$ cat src/design/sdh_cfg.svh
`ifndef SDH_CFG_SVH
`define SDH_CFG_SVH
// ==========================================
// register offsets
`define SDH_OFS_CTRL   8'h00
`define SDH_OFS_DLEN   8'h04
`define SDH_OFS_DTMR   8'h08
`define SDH_OFS_DCNT   8'h0c
`define SDH_OFS_STS    8'h10
`define SDH_OFS_CLR    8'h14
`define SDH_OFS_BCNT   8'h18
`define SDH_OFS_FLOW   8'h1c
// ==========================================
// control field positions
`define SDH_B_GO       0
`define SDH_B_DIR      1
`define SDH_B_STREAM   2
`define SDH_B_DMA      3
`define SDH_B_BLK_LO   4
`define SDH_B_BLK_HI   7
`define SDH_B_RWBEGIN  8
`define SDH_B_RWHALT   9
`define SDH_B_RWSEL    10
`define SDH_B_CARD_IO_FUNCTION_EN     11
`define SDH_B_HFC      0
`define SDH_B_WIDE     1
// ==========================================
// status bit positions
`define SDH_S_DEND     8
`define SDH_S_SBERR    9
`define SDH_S_DTMO     3
`define SDH_S_RTMO     2
`define SDH_STICKY     23'h4007ff
// ==========================================
// reset values and counts
`define SDH_CTRL_RST   12'h000
`define SDH_BLK_RSVD   4'hf
`define SDH_RSP_TMO    7'h40
`define SDH_BUF_WORDS  6'h20
`define SDH_HALF_WORDS 6'h08
`define SDH_HFC_MARGIN 6'h02
`endif

$ cat src/design/sdh_pkg.sv
package sdh_pkg;
    typedef enum logic [5:0] {
        SDH_IDLE   = 6'h01,
        SDH_WAIT_S = 6'h02,
        SDH_SEND   = 6'h04,
        SDH_WAIT_R = 6'h08,
        SDH_RECV   = 6'h10,
        SDH_RDWAIT = 6'h20
    } sdh_state_t;
endpackage

$ cat src/design/sdh_data_ctrl.sv
`timescale 1ns/10ps
`default_nettype none
`include "sdh_cfg.svh"
module sdh_data_ctrl (
    // clock and reset
    input  wire logic        core_clk,
    input  wire logic        reset_n,
    // register port
    input  wire logic [7:0]  reg_addr,
    input  wire logic [31:0] reg_wdata,
    input  wire logic        reg_wr,
    input  wire logic        reg_rd,
    output logic      [31:0] reg_rdata,
    // card pins
    input  wire logic        card_clk_in,
    input  wire logic [3:0]  card_data_in,
    output logic             data_line_two_out,
    output logic             data_line_two_oe,
    output logic             card_clock_hold,
    // data path and buffer
    input  wire logic        byte_strobe,
    input  wire logic        word_strobe,
    input  wire logic [5:0]  buf_level,
    input  wire logic        tx_underrun,
    input  wire logic        rx_overrun,
    input  wire logic        blk_crc_ok,
    input  wire logic        data_crc_fail,
    output logic             block_end,
    output logic             dma_request,
    output logic             card_io_mode,
    output logic             xfer_active,
    // command path events
    input  wire logic        cmd_active,
    input  wire logic        rsp_wait,
    input  wire logic        rsp_ok,
    input  wire logic        rsp_crc_fail,
    input  wire logic        cmd_sent,
    input  wire logic        card_irq
);
    // ==========================================
    // registers
    sdh_pkg::sdh_state_t state_r;
    logic [11:0] ctrl_r;
    logic [24:0] dlen_r;
    logic [31:0] dtmr_r;
    logic [31:0] tmo_cnt_r;
    logic [24:0] byte_cnt_r;
    logic [23:0] buf_cnt_r;
    logic [14:0] blk_cnt_r;
    logic [1:0]  flow_r;
    logic [22:0] sticky_r;
    logic [10:0] dyn_r;
    logic [6:0]  rsp_cnt_r;
    logic [2:0]  ck_s_r;
    logic        ck_lvl_r;
    logic [2:0]  d_s_r [4];
    logic [3:0]  d_lvl_r;
    logic [22:0] set_nxt;
    logic [31:0] rdata_nxt;
    logic [25:0] words_rnd;
    logic [14:0] blk_len;
    logic        ck_rise;
    logic        wr_ctrl;
    logic        wr_clr;
    logic        start;
    logic        rw_set;
    logic        done;
    logic        sbit_err;
    logic        tmo_hit;
    logic        tx_dir;
    logic        rx_dir;
    // ==========================================
    // pin synchronisers
    always_ff @(posedge core_clk or negedge reset_n) begin
        if (!reset_n) begin
            ck_s_r   <= 3'h0;
            ck_lvl_r <= 1'b0;
        end else begin
            ck_s_r <= {ck_s_r[1:0], card_clk_in};
            if (ck_s_r[1] == ck_s_r[2]) begin
                ck_lvl_r <= ck_s_r[2];
            end
        end
    end
    assign ck_rise = (ck_s_r[1] == ck_s_r[2]) && ck_s_r[2] && !ck_lvl_r;
    genvar gi;
    generate
        for (gi = 0; gi < 4; gi++) begin : g_dsync
            always_ff @(posedge core_clk or negedge reset_n) begin
                if (!reset_n) begin
                    d_s_r[gi]   <= 3'h7;
                    d_lvl_r[gi] <= 1'b1;
                end else begin
                    d_s_r[gi] <= {d_s_r[gi][1:0], card_data_in[gi]};
                    if (d_s_r[gi][1] == d_s_r[gi][2]) begin
                        d_lvl_r[gi] <= d_s_r[gi][2];
                    end
                end
            end
        end
    endgenerate
    // ==========================================
    // decode
    assign wr_ctrl = reg_wr && (reg_addr == `SDH_OFS_CTRL);
    assign wr_clr  = reg_wr && (reg_addr == `SDH_OFS_CLR);
    assign start   = wr_ctrl && reg_wdata[`SDH_B_GO] && (state_r == sdh_pkg::SDH_IDLE);
    assign rw_set  = wr_ctrl && reg_wdata[`SDH_B_RWBEGIN] && !ctrl_r[`SDH_B_RWBEGIN];
    assign tx_dir  = !ctrl_r[`SDH_B_DIR];
    assign rx_dir  = ctrl_r[`SDH_B_DIR];
    assign done    = ((state_r == sdh_pkg::SDH_SEND) || (state_r == sdh_pkg::SDH_RECV))
                     && (byte_cnt_r == 25'h0);
    assign tmo_hit = (state_r == sdh_pkg::SDH_WAIT_R) && ck_rise && (tmo_cnt_r == 32'h0);
    assign sbit_err = (state_r == sdh_pkg::SDH_WAIT_R) && ck_rise && !d_lvl_r[0]
                      && flow_r[`SDH_B_WIDE] && (d_lvl_r != 4'h0);
    assign words_rnd = {1'b0, dlen_r} + 26'h3;
    assign blk_len = 15'h1 << ctrl_r[`SDH_B_BLK_HI:`SDH_B_BLK_LO];
    // ==========================================
    // control registers
    always_ff @(posedge core_clk or negedge reset_n) begin
        if (!reset_n) begin
            ctrl_r <= `SDH_CTRL_RST;
            dlen_r <= 25'h0;
            dtmr_r <= 32'h0;
            flow_r <= 2'h0;
        end else if (reg_wr) begin
            if (reg_addr == `SDH_OFS_CTRL) begin
                ctrl_r <= reg_wdata[11:0];
            end
            if (reg_addr == `SDH_OFS_DLEN) begin
                dlen_r <= reg_wdata[24:0];
            end
            if (reg_addr == `SDH_OFS_DTMR) begin
                dtmr_r <= reg_wdata;
            end
            if (reg_addr == `SDH_OFS_FLOW) begin
                flow_r <= reg_wdata[1:0];
            end
        end
    end
    // ==========================================
    // data state machine
    always_ff @(posedge core_clk or negedge reset_n) begin
        if (!reset_n) begin
            state_r <= sdh_pkg::SDH_IDLE;
        end else begin
            case (state_r)
                sdh_pkg::SDH_IDLE: begin
                    if (start) begin
                        if (!reg_wdata[`SDH_B_DIR]) begin
                            state_r <= sdh_pkg::SDH_WAIT_S;
                        end else if (reg_wdata[`SDH_B_RWBEGIN]) begin
                            state_r <= sdh_pkg::SDH_RDWAIT;
                        end else begin
                            state_r <= sdh_pkg::SDH_WAIT_R;
                        end
                    end
                end
                sdh_pkg::SDH_WAIT_S: begin
                    if (buf_level != 6'h0) begin
                        state_r <= sdh_pkg::SDH_SEND;
                    end
                end
                sdh_pkg::SDH_WAIT_R: begin
                    if (rw_set) begin
                        state_r <= sdh_pkg::SDH_RDWAIT;
                    end else if (tmo_hit) begin
                        state_r <= sdh_pkg::SDH_IDLE;
                    end else if (ck_rise && !d_lvl_r[0]) begin
                        state_r <= sdh_pkg::SDH_RECV;
                    end
                end
                sdh_pkg::SDH_RDWAIT: begin
                    if (ctrl_r[`SDH_B_RWHALT] || !ctrl_r[`SDH_B_RWBEGIN]) begin
                        state_r <= sdh_pkg::SDH_WAIT_R;
                    end
                end
                sdh_pkg::SDH_SEND, sdh_pkg::SDH_RECV: begin
                    if (done) begin
                        state_r <= sdh_pkg::SDH_IDLE;
                    end
                end
                default: begin
                    state_r <= sdh_pkg::SDH_IDLE;
                end
            endcase
        end
    end
    // ==========================================
    // byte, word, block and timeout counters
    always_ff @(posedge core_clk or negedge reset_n) begin
        if (!reset_n) begin
            byte_cnt_r <= 25'h0;
            buf_cnt_r  <= 24'h0;
        end else if (start) begin
            byte_cnt_r <= dlen_r;
            buf_cnt_r  <= words_rnd[25:2];
        end else begin
            if (byte_strobe && (byte_cnt_r != 25'h0)
                && ((state_r == sdh_pkg::SDH_SEND) || (state_r == sdh_pkg::SDH_RECV))) begin
                byte_cnt_r <= byte_cnt_r - 25'h1;
            end
            if (word_strobe && (buf_cnt_r != 24'h0)) begin
                buf_cnt_r <= buf_cnt_r - 24'h1;
            end
        end
    end
    always_ff @(posedge core_clk or negedge reset_n) begin
        if (!reset_n) begin
            blk_cnt_r <= 15'h0;
            block_end <= 1'b0;
        end else begin
            block_end <= 1'b0;
            if (start) begin
                blk_cnt_r <= 15'h0;
            end else if (byte_strobe && !ctrl_r[`SDH_B_STREAM]
                         && (ctrl_r[`SDH_B_BLK_HI:`SDH_B_BLK_LO] != `SDH_BLK_RSVD)
                         && ((state_r == sdh_pkg::SDH_SEND)
                             || (state_r == sdh_pkg::SDH_RECV))) begin
                if (blk_cnt_r == blk_len - 15'h1) begin
                    blk_cnt_r <= 15'h0;
                    block_end <= 1'b1;
                end else begin
                    blk_cnt_r <= blk_cnt_r + 15'h1;
                end
            end
        end
    end
    always_ff @(posedge core_clk or negedge reset_n) begin
        if (!reset_n) begin
            tmo_cnt_r <= 32'h0;
        end else if (state_r != sdh_pkg::SDH_WAIT_R) begin
            tmo_cnt_r <= dtmr_r;
        end else if (ck_rise && (tmo_cnt_r != 32'h0)) begin
            tmo_cnt_r <= tmo_cnt_r - 32'h1;
        end
    end
    always_ff @(posedge core_clk or negedge reset_n) begin
        if (!reset_n) begin
            rsp_cnt_r <= 7'h0;
        end else if (!rsp_wait || rsp_ok || rsp_crc_fail) begin
            rsp_cnt_r <= 7'h0;
        end else if (ck_rise && (rsp_cnt_r != `SDH_RSP_TMO)) begin
            rsp_cnt_r <= rsp_cnt_r + 7'h1;
        end
    end
    // ==========================================
    // status flags
    always_comb begin
        set_nxt = 23'h0;
        set_nxt[0]  = rsp_crc_fail;
        set_nxt[1]  = data_crc_fail;
        set_nxt[`SDH_S_RTMO] = rsp_wait && ck_rise && !rsp_ok && !rsp_crc_fail
                               && (rsp_cnt_r == `SDH_RSP_TMO - 7'h1);
        set_nxt[`SDH_S_DTMO] = tmo_hit;
        set_nxt[4]  = tx_underrun;
        set_nxt[5]  = rx_overrun;
        set_nxt[6]  = rsp_ok;
        set_nxt[7]  = cmd_sent;
        set_nxt[`SDH_S_DEND]  = done;
        set_nxt[`SDH_S_SBERR] = sbit_err;
        set_nxt[10] = blk_crc_ok;
        set_nxt[22] = card_irq && ctrl_r[`SDH_B_CARD_IO_FUNCTION_EN];
    end
    always_ff @(posedge core_clk or negedge reset_n) begin
        if (!reset_n) begin
            sticky_r <= 23'h0;
        end else begin
            sticky_r <= ((sticky_r & ~(wr_clr ? reg_wdata[22:0] : 23'h0))
                         | set_nxt) & `SDH_STICKY;
        end
    end
    always_ff @(posedge core_clk or negedge reset_n) begin
        if (!reset_n) begin
            dyn_r <= 11'h0;
        end else begin
            dyn_r[10] <= rx_dir && (buf_level != 6'h0);
            dyn_r[9]  <= tx_dir && (buf_level != 6'h0);
            dyn_r[8]  <= rx_dir && (buf_level == 6'h0);
            dyn_r[7]  <= tx_dir && (flow_r[`SDH_B_HFC] ? (buf_level <= `SDH_HFC_MARGIN)
                                                      : (buf_level == 6'h0));
            dyn_r[6]  <= rx_dir && (flow_r[`SDH_B_HFC]
                         ? (buf_level >= `SDH_BUF_WORDS - `SDH_HFC_MARGIN)
                         : (buf_level == `SDH_BUF_WORDS));
            dyn_r[5]  <= tx_dir && (buf_level == `SDH_BUF_WORDS);
            dyn_r[4]  <= rx_dir && (buf_level >= `SDH_HALF_WORDS);
            dyn_r[3]  <= tx_dir && (`SDH_BUF_WORDS - buf_level >= `SDH_HALF_WORDS);
            dyn_r[2]  <= (state_r == sdh_pkg::SDH_WAIT_R) || (state_r == sdh_pkg::SDH_RECV)
                         || (state_r == sdh_pkg::SDH_RDWAIT);
            dyn_r[1]  <= (state_r == sdh_pkg::SDH_WAIT_S) || (state_r == sdh_pkg::SDH_SEND);
            dyn_r[0]  <= cmd_active;
        end
    end
    // ==========================================
    // pin and side outputs
    always_ff @(posedge core_clk or negedge reset_n) begin
        if (!reset_n) begin
            data_line_two_out <= 1'b0;
            data_line_two_oe  <= 1'b0;
            card_clock_hold   <= 1'b0;
            dma_request       <= 1'b0;
            card_io_mode      <= 1'b0;
            xfer_active       <= 1'b0;
        end else begin
            data_line_two_out <= 1'b0;
            data_line_two_oe  <= (state_r == sdh_pkg::SDH_RDWAIT)
                                 && !ctrl_r[`SDH_B_RWSEL];
            card_clock_hold   <= (state_r == sdh_pkg::SDH_RDWAIT)
                                 && ctrl_r[`SDH_B_RWSEL];
            dma_request       <= ctrl_r[`SDH_B_DMA] && (dyn_r[4] || dyn_r[3]);
            card_io_mode      <= ctrl_r[`SDH_B_CARD_IO_FUNCTION_EN];
            xfer_active       <= (state_r != sdh_pkg::SDH_IDLE);
        end
    end
    // ==========================================
    // read port
    always_comb begin
        rdata_nxt = 32'h0;
        case (reg_addr)
            `SDH_OFS_CTRL: rdata_nxt = {20'h0, ctrl_r};
            `SDH_OFS_DLEN: rdata_nxt = {7'h0, dlen_r};
            `SDH_OFS_DTMR: rdata_nxt = dtmr_r;
            `SDH_OFS_DCNT: rdata_nxt = {7'h0, byte_cnt_r};
            `SDH_OFS_STS:  rdata_nxt = {9'h0, sticky_r[22], dyn_r, sticky_r[10:0]};
            `SDH_OFS_BCNT: rdata_nxt = {8'h0, buf_cnt_r};
            `SDH_OFS_FLOW: rdata_nxt = {30'h0, flow_r};
            default:       rdata_nxt = 32'h0;
        endcase
    end
    always_ff @(posedge core_clk or negedge reset_n) begin
        if (!reset_n) begin
            reg_rdata <= 32'h0;
        end else begin
            reg_rdata <= reg_rd ? rdata_nxt : 32'h0;
        end
    end
endmodule
`default_nettype wire

$ cat config.mk
export PLATFORM = sky130hd
export DESIGN_NAME = sdh_data_ctrl
export DESIGN_NICKNAME = d
export VERILOG_FILES = /design/src/design/sdh_pkg.sv /design/src/design/sdh_data_ctrl.sv
export VERILOG_INCLUDE_DIRS = /design/src /design/src/design
export SDC_FILE = /design/constraint.sdc
export NUM_CORES = 1
export LEC_CHECK = 0
export ABC_AREA = 1
export BUFFER_PORTS_ARGS = -buffer_cell sky130_fd_sc_hd__buf_2
export CORE_UTILIZATION = 60
export DETAILED_ROUTE_END_ITERATION = 6
export PLACE_DENSITY = 0.79
export SYNTH_ARGS = -nofsm -noshare
export SYNTH_HDL_FRONTEND = slang
export SYNTH_SLANG_ARGS = --single-unit
$ cat constraint.sdc
create_clock -name core_clk -period 4.13 [get_ports core_clk]
set_input_delay 0.413 -clock core_clk [delete_from_list [all_inputs] [get_ports core_clk]]
set_output_delay 0.413 -clock core_clk [all_outputs]
set_load 0.03 [all_outputs]
Word level (Yosys, flattened, before mapping)
Index checks and enable logic that the tools add are counted.
{ "totals": {"in_bits": 67, "register_bits": 261, "out_inout_bits": 39} }
{ "classes": {"reduce_logical": 76, "add_sub_neg": 8, "n_eq_ne": 30, "shift": 1, "order_cmp": 4, "bitwise_logic": 3, "mux": 29} }
{ "op_table": {"columns": ["operator", "count"], "rows": [
  ["case mux 32 bit (7 select lines)", 1],
  ["two-way mux 32 bit", 3],
  ["two-way mux 6 bit", 9],
  ["two-way mux 25 bit", 2],
  ["two-way mux 24 bit", 2],
  ["two-way mux 15 bit", 3],
  ["logical AND 1 bit", 39],
  ["== test 8 x 5 -> 1 bit (second input constant)", 4],
  ["logical NOT 32 bit", 1],
  ["nonzero test 32 bit", 1],
  ["subtractor 32 x 1 -> 32 bit (second input constant)", 1],
  ["case mux 6 bit (5 select lines)", 1],
  ["adder 25 x 2 -> 26 bit (second input constant)", 1],
  ["logical NOT 25 bit", 1],
  ["nonzero test 25 bit", 1],
  ["subtractor 25 x 1 -> 25 bit (second input constant)", 1],
  ["nonzero test 24 bit", 1],
  ["subtractor 24 x 1 -> 24 bit (second input constant)", 1],
  ["AND 23 bit", 1],
  ["two-way mux 23 bit", 1],
  ["NOT 23 bit", 1],
  ["bitwise OR 23 bit", 1],
  ["== test 8 x 4 -> 1 bit (second input constant)", 2],
  ["adder 15 x 1 -> 15 bit (second input constant)", 1],
  ["other kinds (34)", 71]
]} }

Longest topological paths before layout
Gate-level depths: netlist of the first run.
{ "depth": {"word_depth": 8, "mapped_depth": 17, "ltp_nobuf": 14} }

Least setup slack after synthesis of the first run
OpenSTA, ideal clock, no wires.
{ "synth_timing": {"path_kind": "flip-flop to flip-flop", "startpoint": "register ctrl_r[4]", "endpoint": "register blk_cnt_r[9]", "path_buffers": 2, "setup_time_ns": 0.117, "arrival_ns": 2.002, "slack_ns": 2.011, "path_stages_with_launch": 16, "t_required_ns": 4.013, "path_cell_list": "dfrtp_1 > nor2_1 > nand2_1 > ha_1 > buf_2 > inv_1 > o21ai_0 > nand2_1 > nand2_1 > nand3b_1 > nand2_1 > nor2_1 > nand3_2 > buf_6 > nand3_1 > nand2_1"} }
{ "synth_via": {"elab_chain_len": 6} }
{ "synth_lines": {"columns": ["item", "line", "source"], "rows": [
  ["from (decl)", "sdh_data_ctrl.sv:43", "logic [11:0] ctrl_r;"],
  ["from (signal assigned)", "sdh_data_ctrl.sv:121", "ctrl_r <= `SDH_CTRL_RST;"],
  ["from (signal assigned)", "sdh_data_ctrl.sv:127", "ctrl_r <= reg_wdata[11:0];"],
  ["left shift 1 x 4 -> 15 bit", "sdh_data_ctrl.sv:116", "assign blk_len = 15'h1 << ctrl_r[`SDH_B_BLK_HI:`SDH_B_BLK_LO];"],
  ["subtractor 15 x 1 -> 15 bit", "sdh_data_ctrl.sv:219", "if (blk_cnt_r == blk_len - 15'h1) begin"],
  ["== test 15 bit", "sdh_data_ctrl.sv:219", null],
  ["two-way mux 15 bit", "sdh_data_ctrl.sv:219", null],
  ["two-way mux 15 bit", "sdh_data_ctrl.sv:215", "end else if (byte_strobe && !ctrl_r[`SDH_B_STREAM]"],
  ["two-way mux 15 bit", "sdh_data_ctrl.sv:213", "if (start) begin"],
  ["to (signal assigned)", "sdh_data_ctrl.sv:223", "blk_cnt_r <= blk_cnt_r + 15'h1;"],
  ["to (decl)", "sdh_data_ctrl.sv:49", "logic [14:0] blk_cnt_r;"]
]} }
Several ways; a longest one is shown, not always the timed one. The select of a mux whose other input is x is not followed.
A chain may end at the register's enable or synchronous reset.

Worst setup path after layout of the first run
{ "layout_timing": {"startpoint": "register tmo_cnt_r[0]", "endpoint": "register tmo_cnt_r[29]"} }
{ "layout_via": {"elab_chain_len": 3} }
{ "layout_lines": {"columns": ["item", "line", "source"], "rows": [
  ["from (decl)", "sdh_data_ctrl.sv:46", "logic [31:0] tmo_cnt_r;"],
  ["from (signal assigned)", "sdh_data_ctrl.sv:232", "tmo_cnt_r <= dtmr_r;"],
  ["from (signal assigned)", "sdh_data_ctrl.sv:234", "tmo_cnt_r <= tmo_cnt_r - 32'h1;"],
  ["subtractor 32 x 1 -> 32 bit or nonzero test 32 bit (tied branches)", "sdh_data_ctrl.sv:234, sdh_data_ctrl.sv:233", null],
  ["two-way mux 32 bit or logical AND 1 bit (tied branches)", "sdh_data_ctrl.sv:233", "end else if (ck_rise && (tmo_cnt_r != 32'h0)) begin"],
  ["two-way mux 32 bit or nonzero test 2 bit (tied branches)", null, null]
]} }
Several ways; a longest one is shown, not always the timed one. The select of a mux whose other input is x is not followed.

==> results of run 1 <==
==> routing by layer <==
layer	global-route usage (%)	vias to the layer above	share of wire, %
li1	-	6613	-
met1	50.7	6579	41
met2	57.6	858	45
met3	5.56	146	9.2
met4	16.6	2	4.8
met5	0	-	0.029
==> layout by cell type, fill, tap and decap left out, types with 5 or more instances in the layout <==
cell type      instances
a21oi_1               37
a31oi_1               16
buf_2                103
buf_4                 14
clkbuf_16             29
clkbuf_8               7
clkinvlp_4             5
dfrtp_1              244
dfstp_2               17
dlygate4sd3_1          6
ha_1                   8
inv_1                232
inv_2                  5
nand2_1              529
nand3_1              163
nand4_1               35
nor2_1               250
nor2_2                 8
nor3_1                31
o211ai_1              28
o21ai_0              153
o21ai_1               15
o221ai_1               7
o22ai_1               27
or2_2                  5
xnor2_1               13
xor2_1                57
==> metrics by stage <==
stage,cells,cell area (sq um),hold WS [ns]
6_report,2417,16400,-0.0744
5_1_grt,2416,16400,0.0218
4_1_cts,2416,16400,0.00158
3_5_place_dp,2359,15300,0.347
3_3_place_gp,2359,15300,0.337
2_1_floorplan,1989,14600,0.117
==> cells by family (layout without fill, tap and decap cells) <==
kind of cell               Yosys count  count (layout)
buffers and inverters              306             414
and+or+nand+nor                   1037            1037
adders and majority gates           12              12
other                                1               2
DFF                                261             261
AOI/OAI and AO/OA                  299             299
xor gates and xnor gates            70              70
muxes                                3               3
==> power by group through the flow <==
stage | Sequential (W) | Combinational, W | Clock, W
floorplan | 0.00297 | 0.000998 | 0
global placement | 0.00302 | 0.00137 | 0
detailed placement | 0.00302 | 0.00140 | 0
CTS | 0.00298 | 0.00142 | 0.00276
global route | 0.00301 | 0.00161 | 0.00285
finish | 0.00298 | 0.00144 | 0.00275
==> area by class of cell <==
| cell class | instances | area, sq um | share of cell area [%] |
|---|---|---|---|
| clock buffer | 38 | 830 | 5.06 |
| tap | 319 | 399 | 2.43 |
| clock inverter | 13 | 188 | 1.14 |
| inverter | 238 | 893 | 5.44 |
| sequential | 261 | 6550 | 39.9 |
| antenna | 1 | 2.50 | 0.0153 |
| multi-input combinational | 1422 | 6830 | 41.6 |
| timing repair buffer | 125 | 716 | 4.36 |
==> state kept, by name (all words and copies together) (netlist names), 7 cells and up <==
| signal | flops |
|---|---|
| ctrl_r | 12 |
| rsp_cnt_r | 7 |
| sticky_r | 12 |
| tmo_cnt_r | 32 |
| d_s_r | 12 |
| dlen_r | 25 |
| reg_rdata | 32 |
| buf_cnt_r | 24 |
| byte_cnt_r | 25 |
| blk_cnt_r | 15 |
| dtmr_r | 32 |
| dyn_r | 11 |
==> how the worst max path moves through the flow <==
| stage | from | end | slack, ns | cells past startpoint |
|---|---|---|---|---|
| after floorplan | ctrl_r[4] | blk_cnt_r[9] | 2.01 | 15 |
| after global placement | reg_addr[4] | reg_rdata[28] | 1.24 | 9 |
| after detailed placement | reg_addr[4] | reg_rdata[28] | 1.12 | 9 |
| after CTS | tmo_cnt_r[0] | tmo_cnt_r[29] | 1.24 | 9 |
| after global routing | tmo_cnt_r[0] | tmo_cnt_r[28] | 0.97 | 9 |
| final | tmo_cnt_r[0] | tmo_cnt_r[29] | 1.13 | 9 |
==> impl_metrics.py, run 1 <==
metrics = {
    "critical_path": {
        "r2r-end": "tmo_cnt_r[29]",
        "r2r_slack_ns": 1.13,
        "arrival_ns": 3.42,
        "crit_type": "register to register",
        "start_kind": "register",
        "cp_num_buf_inv": 3,
        "required_ns": 4.55,
        "crit_path_end_kind": "register",
        "crit_slowest_cell": "nand3_1",
        "critPathTopFamily": "simple AND/OR/NAND/NOR gates",
        "crit_top_cell": "inv_1",
        "crit_path_cell_trace": "inv_1, ha_1, inv_1, nor3_1, nand4_1, nand3_1, inv_1, nand2_1, nand3_1",
        "slowest_delay_ns": 0.63,
        "r2r-start": "tmo_cnt_r[0]",
        "r2r_cells": 9,
        "cp_max_fo": 17,
    },
    "pwr": {
        "switching_share_pct": 31.7,
        "combPwrFrac_pct": 20.1,
        "fin_total_pwr_w": 0.00717,
        "switchingPower_w": 0.00227,
        "p_leak_nw": 7.90,
        "p_int_w": 0.00490,
        "pwr-share-seq_pct": 41.6,
        "power.density_nw_per_um2": 437,
        "vdd_drop_max_mv": 0.324,
        "clockPowerShare_pct": 38.3,
    },
    "synthesis": {
        "yosys-top-cells-count": "nand2_1 (530), nor2_1 (251), dfrtp_1 (244)",
        "async_flop_share_pct": 100,
        "yosysMostFrequentCell": "nand2_1",
        "synth_top_family_by_area": "simple AND/OR/NAND/NOR gates",
        "muxShareOfSynthArea_pct": 0.232,
        "synth_xor_area_share_pct": 4.21,
        "synth_top_cells_by_area": "dfrtp_1 (42%), nand2_1 (14%), nor2_1 (6.5%)",
        "netlist.area_leader.share_pct": 41.9,
        "ys_types": 48,
        "syn-num-nets": 2064,
        "synth_seq_cells": 261,
        "synth_fa_ha_area_share_pct": 0.961,
        "synthCells": 1989,
        "synth_top_cell_by_area": "dfrtp_1",
        "synth_compound_area_share_pct": 11.6,
        "synth-edff-count": 0,
        "syn_area_per_cell_sq_um": 7.33,
        "synth_simple_gate_area_share_pct": 29.7,
        "seq_area_frac_synth_pct": 45.0,
        "syn_area_sq_um": 14600,
        "yosys_warnings": 0,
        "dominantRegCellSynth": "dfrtp_1",
    },
    "clock_tree": {
        "ctsResizeCount": 0,
        "ctsHoldBuffers": 6,
        "cts_buffer_depth": 3,
        "cts_root_buf": "clkbuf_16",
        "clk-insertion-delay-late_ns": 0.55,
        "cts_max_level": 1,
        "numCtsBuffers": 28,
        "clkSinkCount": 261,
        "cts_tree": "built",
        "post_cts_buffers": 0,
        "clk_pin_slew_ns": 0.07,
    },
    "sta": {
        "final.period_utilization_pct": 72.6,
        "maxSlewViolCount": 0,
        "skew_ns": 0.0137,
        "tightest_slew_ns": 1.12,
        "rsz0062_at_grt": "false",
        "fin_tns_setup_ns": 0,
        "slew_headroom_pct": 25.1,
        "setup_viol": 0,
        "fin_ws_ns": 1.13,
        "period_minus_slack_ns": 3.00,
        "holdWs_ns": -0.0744,
        "max_freq_mhz": 333,
        "hold_viol_final": 74,
    },
    "placed_design": {
        "post-place-ws_ns": 1.12,
        "numPortBuffers": 104,
        "hpwlAfterDp_mm": 32.8,
        "gp_congestion": 0.989,
    },
    "finish": {
        "drive_gt1_share_pct": 10.3,
        "area.growth.synth_to_final_pct": 12.6,
        "fillers": 2005,
        "layout.nets": 2151,
        "fin_util_pct": 69.3,
    },
    "floorplanning": {
        "core_sq_um": 23700,
        "die_area_sq_um": 24900,
        "ioPinCount": 106,
        "num_rows": 56,
        "die_height_um": 158,
        "initial_core_util_pct": 61.5,
        "fp.dieW_um": 158,
    },
    "grt": {
        "grt_max_degree": 113,
        "grt_pass1_vias": 13000,
        "grt_overflow": 0,
        "track_usage_pct": 36.9,
        "grt_pass1_wl_mm": 70.1,
        "antenna_found_initial": 1,
    },
    "drt": {
        "post-route-drc-count": 0,
        "post_drt_wl_per_cell_um": 18.6,
        "firstDrtPassIters": 7,
        "drt_iter0_markers": 1629,
        "vias": 14200,
        "detail-route-antenna-nets": 0,
        "routed_wl_mm": 45.0,
        "via_per_inst": 5.87,
    },
    "run": {
        "drv_cap": 0,
    },
    "min_path": {
        "hp-class": "input port to async pin",
    },
    "outcome": {
        "status": "finished with violations",
        "violations": "negative hold slack",
    },
}
Power figures use the tool's default switching activity.
==> inputs of run 2 (changes only) <==
--- a/config.mk
+++ b/config.mk
@@ -6,11 +6,11 @@
 export SDC_FILE = /design/constraint.sdc
 export NUM_CORES = 1
 export LEC_CHECK = 0
-export ABC_AREA = 1
+export ABC_AREA = 0
 export BUFFER_PORTS_ARGS = -buffer_cell sky130_fd_sc_hd__buf_2
 export CORE_UTILIZATION = 60
 export DETAILED_ROUTE_END_ITERATION = 6
-export PLACE_DENSITY = 0.79
+export PLACE_DENSITY = 0.8
 export SYNTH_ARGS = -nofsm -noshare
 export SYNTH_HDL_FRONTEND = slang
 export SYNTH_SLANG_ARGS = --single-unit
==> constraint.sdc (replaced) <==
create_clock -name core_clk -period 3.1 [get_ports core_clk]
set_input_delay 0.31 -clock core_clk [delete_from_list [all_inputs] [get_ports core_clk]]
set_output_delay 0.31 -clock core_clk [all_outputs]
set_load 0.03 [all_outputs]
==> impl_metrics.py, run 2 <==
metrics = {
    "clock_tree": {
        "clk_pin_slew_ns": 0.06,
        "clk-insertion-delay-late_ns": 0.57,
        "cts_max_level": 1,
        "numCtsBuffers": 28,
        "cts_root_buf": "clkbuf_16",
        "cts_buffer_depth": 3,
        "clkSinkCount": 261,
        "cts_tree": "built",
    },
    "drt": {
        "drt_iter0_markers": 1164,
        "vias": 11000,
        "routed_wl_mm": 35.4,
        "post_drt_wl_per_cell_um": 20.2,
        "post-route-drc-count": 0,
        "detail-route-antenna-nets": 0,
        "firstDrtPassIters": 7,
        "via_per_inst": 6.26,
    },
    "placed_design": {
        "gp_congestion": 0.968,
        "dp.cells": 1667,
        "numPortBuffers": 104,
        "post-place-ws_ns": -0.122,
        "hpwlAfterDp_mm": 25.0,
    },
    "synthesis": {
        "syn-num-nets": 1403,
        "muxShareOfSynthArea_pct": 5.88,
        "synth_fa_ha_area_share_pct": 1.07,
        "synthCells": 1328,
        "synth_simple_gate_area_share_pct": 20.9,
        "dominantRegCellSynth": "dfrtp_1",
        "syn_area_sq_um": 13100,
        "synth_top_cells_by_area": "dfrtp_1 (47%), nand2_1 (5.8%), mux2_2 (5.3%)",
        "yosys-top-cells-count": "dfrtp_1 (244), nand2_1 (203), nor2_1 (90)",
        "async_flop_share_pct": 100,
        "synth_xor_area_share_pct": 7.43,
        "synth_top_cell_by_area": "dfrtp_1",
        "syn_area_per_cell_sq_um": 9.85,
        "synth_top_family_by_area": "simple AND/OR/NAND/NOR gates",
        "synth-edff-count": 0,
        "synth_compound_area_share_pct": 11.9,
        "ys_types": 70,
        "seq_area_frac_synth_pct": 50.1,
        "yosysMostFrequentCell": "dfrtp_1",
        "synth_seq_cells": 261,
        "yosys_warnings": 0,
        "netlist.area_leader.share_pct": 46.7,
    },
    "critical_path": {
        "crit_path_cell_trace": "nor4_4, inv_1, ha_1, or3b_2, mux2_2, o221ai_1, nor4bb_1, nand4_1, a32o_1",
        "crit_path_end_kind": "register",
        "cp_max_fo": 7,
        "r2r_slack_ns": 0.17,
        "crit_slowest_cell": "or3b_2",
        "critPathTopFamily": "simple AND/OR/NAND/NOR gates",
        "arrival_ns": 3.37,
        "cp_num_buf_inv": 1,
        "slowest_delay_ns": 0.47,
        "crit_type": "register to register",
        "start_kind": "register",
        "required_ns": 3.54,
    },
    "floorplanning": {
        "fp.dieW_um": 150,
        "initial_core_util_pct": 61.6,
        "die_area_sq_um": 22400,
        "core_sq_um": 21200,
        "num_rows": 53,
        "die_height_um": 150,
        "ioPinCount": 106,
    },
    "sta": {
        "fin_ws_ns": 0.171,
        "skew_ns": 0.0196,
        "slew_headroom_pct": 39.3,
        "tightest_slew_ns": 0.906,
        "rsz0062_at_grt": "true",
        "final.period_utilization_pct": 94.5,
        "max_freq_mhz": 341,
        "maxSlewViolCount": 0,
        "period_minus_slack_ns": 2.93,
        "hold_viol_final": 0,
        "setup_viol": 0,
        "holdWs_ns": 0.0167,
    },
    "grt": {
        "grt_max_degree": 85,
        "grt_pass1_vias": 10500,
        "grt_pass1_wl_mm": 56.5,
        "track_usage_pct": 32.5,
        "grt_overflow": 0,
        "antenna_found_initial": 2,
    },
    "finish": {
        "finalNonFillerCells": 1749,
        "largestRegisters": "dtmr_r: 32 flops, reg_rdata: 32 flops, tmo_cnt_r: 32 flops",
        "final_cell_mix": "dfrtp_1 (244), nand2_1 (203), buf_2 (103)",
        "layout.nets": 1526,
        "final_common_cell": "dfrtp_1",
        "fillers": 1580,
        "drive_gt1_share_pct": 19.7,
        "area.growth.synth_to_final_pct": 16.9,
    },
    "pwr": {
        "p_int_w": 0.00676,
        "combPwrFrac_pct": 20.4,
        "fin_total_pwr_w": 0.00986,
        "vdd_drop_max_mv": 0.474,
        "clockPowerShare_pct": 36.1,
        "p_leak_nw": 6.77,
        "switchingPower_w": 0.00310,
        "power.density_nw_per_um2": 645,
        "switching_share_pct": 31.4,
        "pwr-share-seq_pct": 43.5,
    },
    "outcome": {
        "status": "complete, no violations",
    },
    "run": {
        "drv_cap": 0,
    },
    "min_path": {
        "hp-class": "input port to register",
    },
}
run 2: cell count changes in the layout (fill, tap and decap cells not counted), moves of 21 or more:
cell           change
nand2_1          -326
inv_1            -215
nor2_1           -160
nand3_1          -132
o21ai_0           -89
mux2_2            +59
xnor2_1           +59
o22ai_1           -26
a222oi_1          +23
buf_4             +23
dlygate4sd3_1     +21
nor4_1            +21
run 2: worst register-to-register path, delay by kind of cell (launching register included):
| kind | cells | cell delay [ns] |
|---|---|---|
| buf+inv | 1 | 0.08 |
| simple gates | 4 | 1.28 |
| mux | 1 | 0.28 |
| fa+ha+maj | 1 | 0.21 |
| compound gates | 2 | 0.52 |
| flops | 1 | 0.46 |
run 2: stage by stage:
stage          area (sq um)  utilization (%)  setup TNS [ns]
6_report              15300             72.1               0
5_1_grt               15300             72.1               0
4_1_cts               15300             71.9               0
3_5_place_dp          14000             65.9          -0.673
3_3_place_gp          14000             65.9               0
2_1_floorplan         13100                -               0
run 2: path summary, 6_finish.rpt:
check / start / end / depth (start not counted)
setup reg to reg: ctrl_r[7] / blk_cnt_r[1] / 9
setup / recovery: ctrl_r[7] / blk_cnt_r[1] / 9
min in group asynchronous: reset_n / dlen_r[16] / 2
max in group asynchronous: reset_n / blk_cnt_r[7] / 3
hold / removal: reg_wdata[18] / dlen_r[18] / 2
hold reg to reg: d_s_r[9] / d_s_r[10] / 0
run 2: cells by family after synthesis:
family,after synthesis
AO/OA/AOI/OAI,233
multiplexers,69
AND/OR/NAND/NOR,546
XOR/XNOR,111
adder cells (fa/ha/maj),12
buffers and inverters,95
other,1
flip-flops,261
run 2: power groups by stage:
stage | Combinational [W] | Sequential, W | Clock (W)
after floorplan | 0.00140 | 0.00416 | 0
after global placement | 0.00186 | 0.00431 | 0
after detailed placement | 0.00191 | 0.00432 | 0
after CTS | 0.00197 | 0.00427 | 0.00360
after global routing | 0.00223 | 0.00433 | 0.00374
final | 0.00202 | 0.00429 | 0.00356
run 2: layout make-up:
| class | instances | area [sq um] | share of cell area (%) |
|---|---|---|---|
| repair buffers | 171 | 1140 | 7.44 |
| well taps | 275 | 344 | 2.25 |
| clock inverters | 20 | 267 | 1.74 |
| diodes | 2 | 5.00 | 0.0327 |
| multi-input cells | 972 | 6200 | 40.5 |
| clock buffers | 31 | 722 | 4.72 |
| flip-flops and latches | 261 | 6550 | 42.8 |
| inverters | 17 | 63.8 | 0.417 |
run 2: timing repair:
| item | in CTS | in global routing |
|---|---|---|
| endpoints found under the hold margin | 91 | 0 |
| pin swaps | 0 | 1 |
| setup endpoints to repair | 12 | 15 |
| setup buffers | 0 | 2 |
| resized for setup | 2 | 3 |
| hold buffers | 27 | 0 |
run 2: per-layer routing:
layer | GRT usage [%] | share of wire [%] | vias up
met1 | 45.3 | 41 | 5316
met3 | 5.88 | 8.8 | 91
met2 | 50.9 | 47 | 542
met5 | 0 | 0 | -
li1 | - | - | 5003
met4 | 12.1 | 3.4 | 0
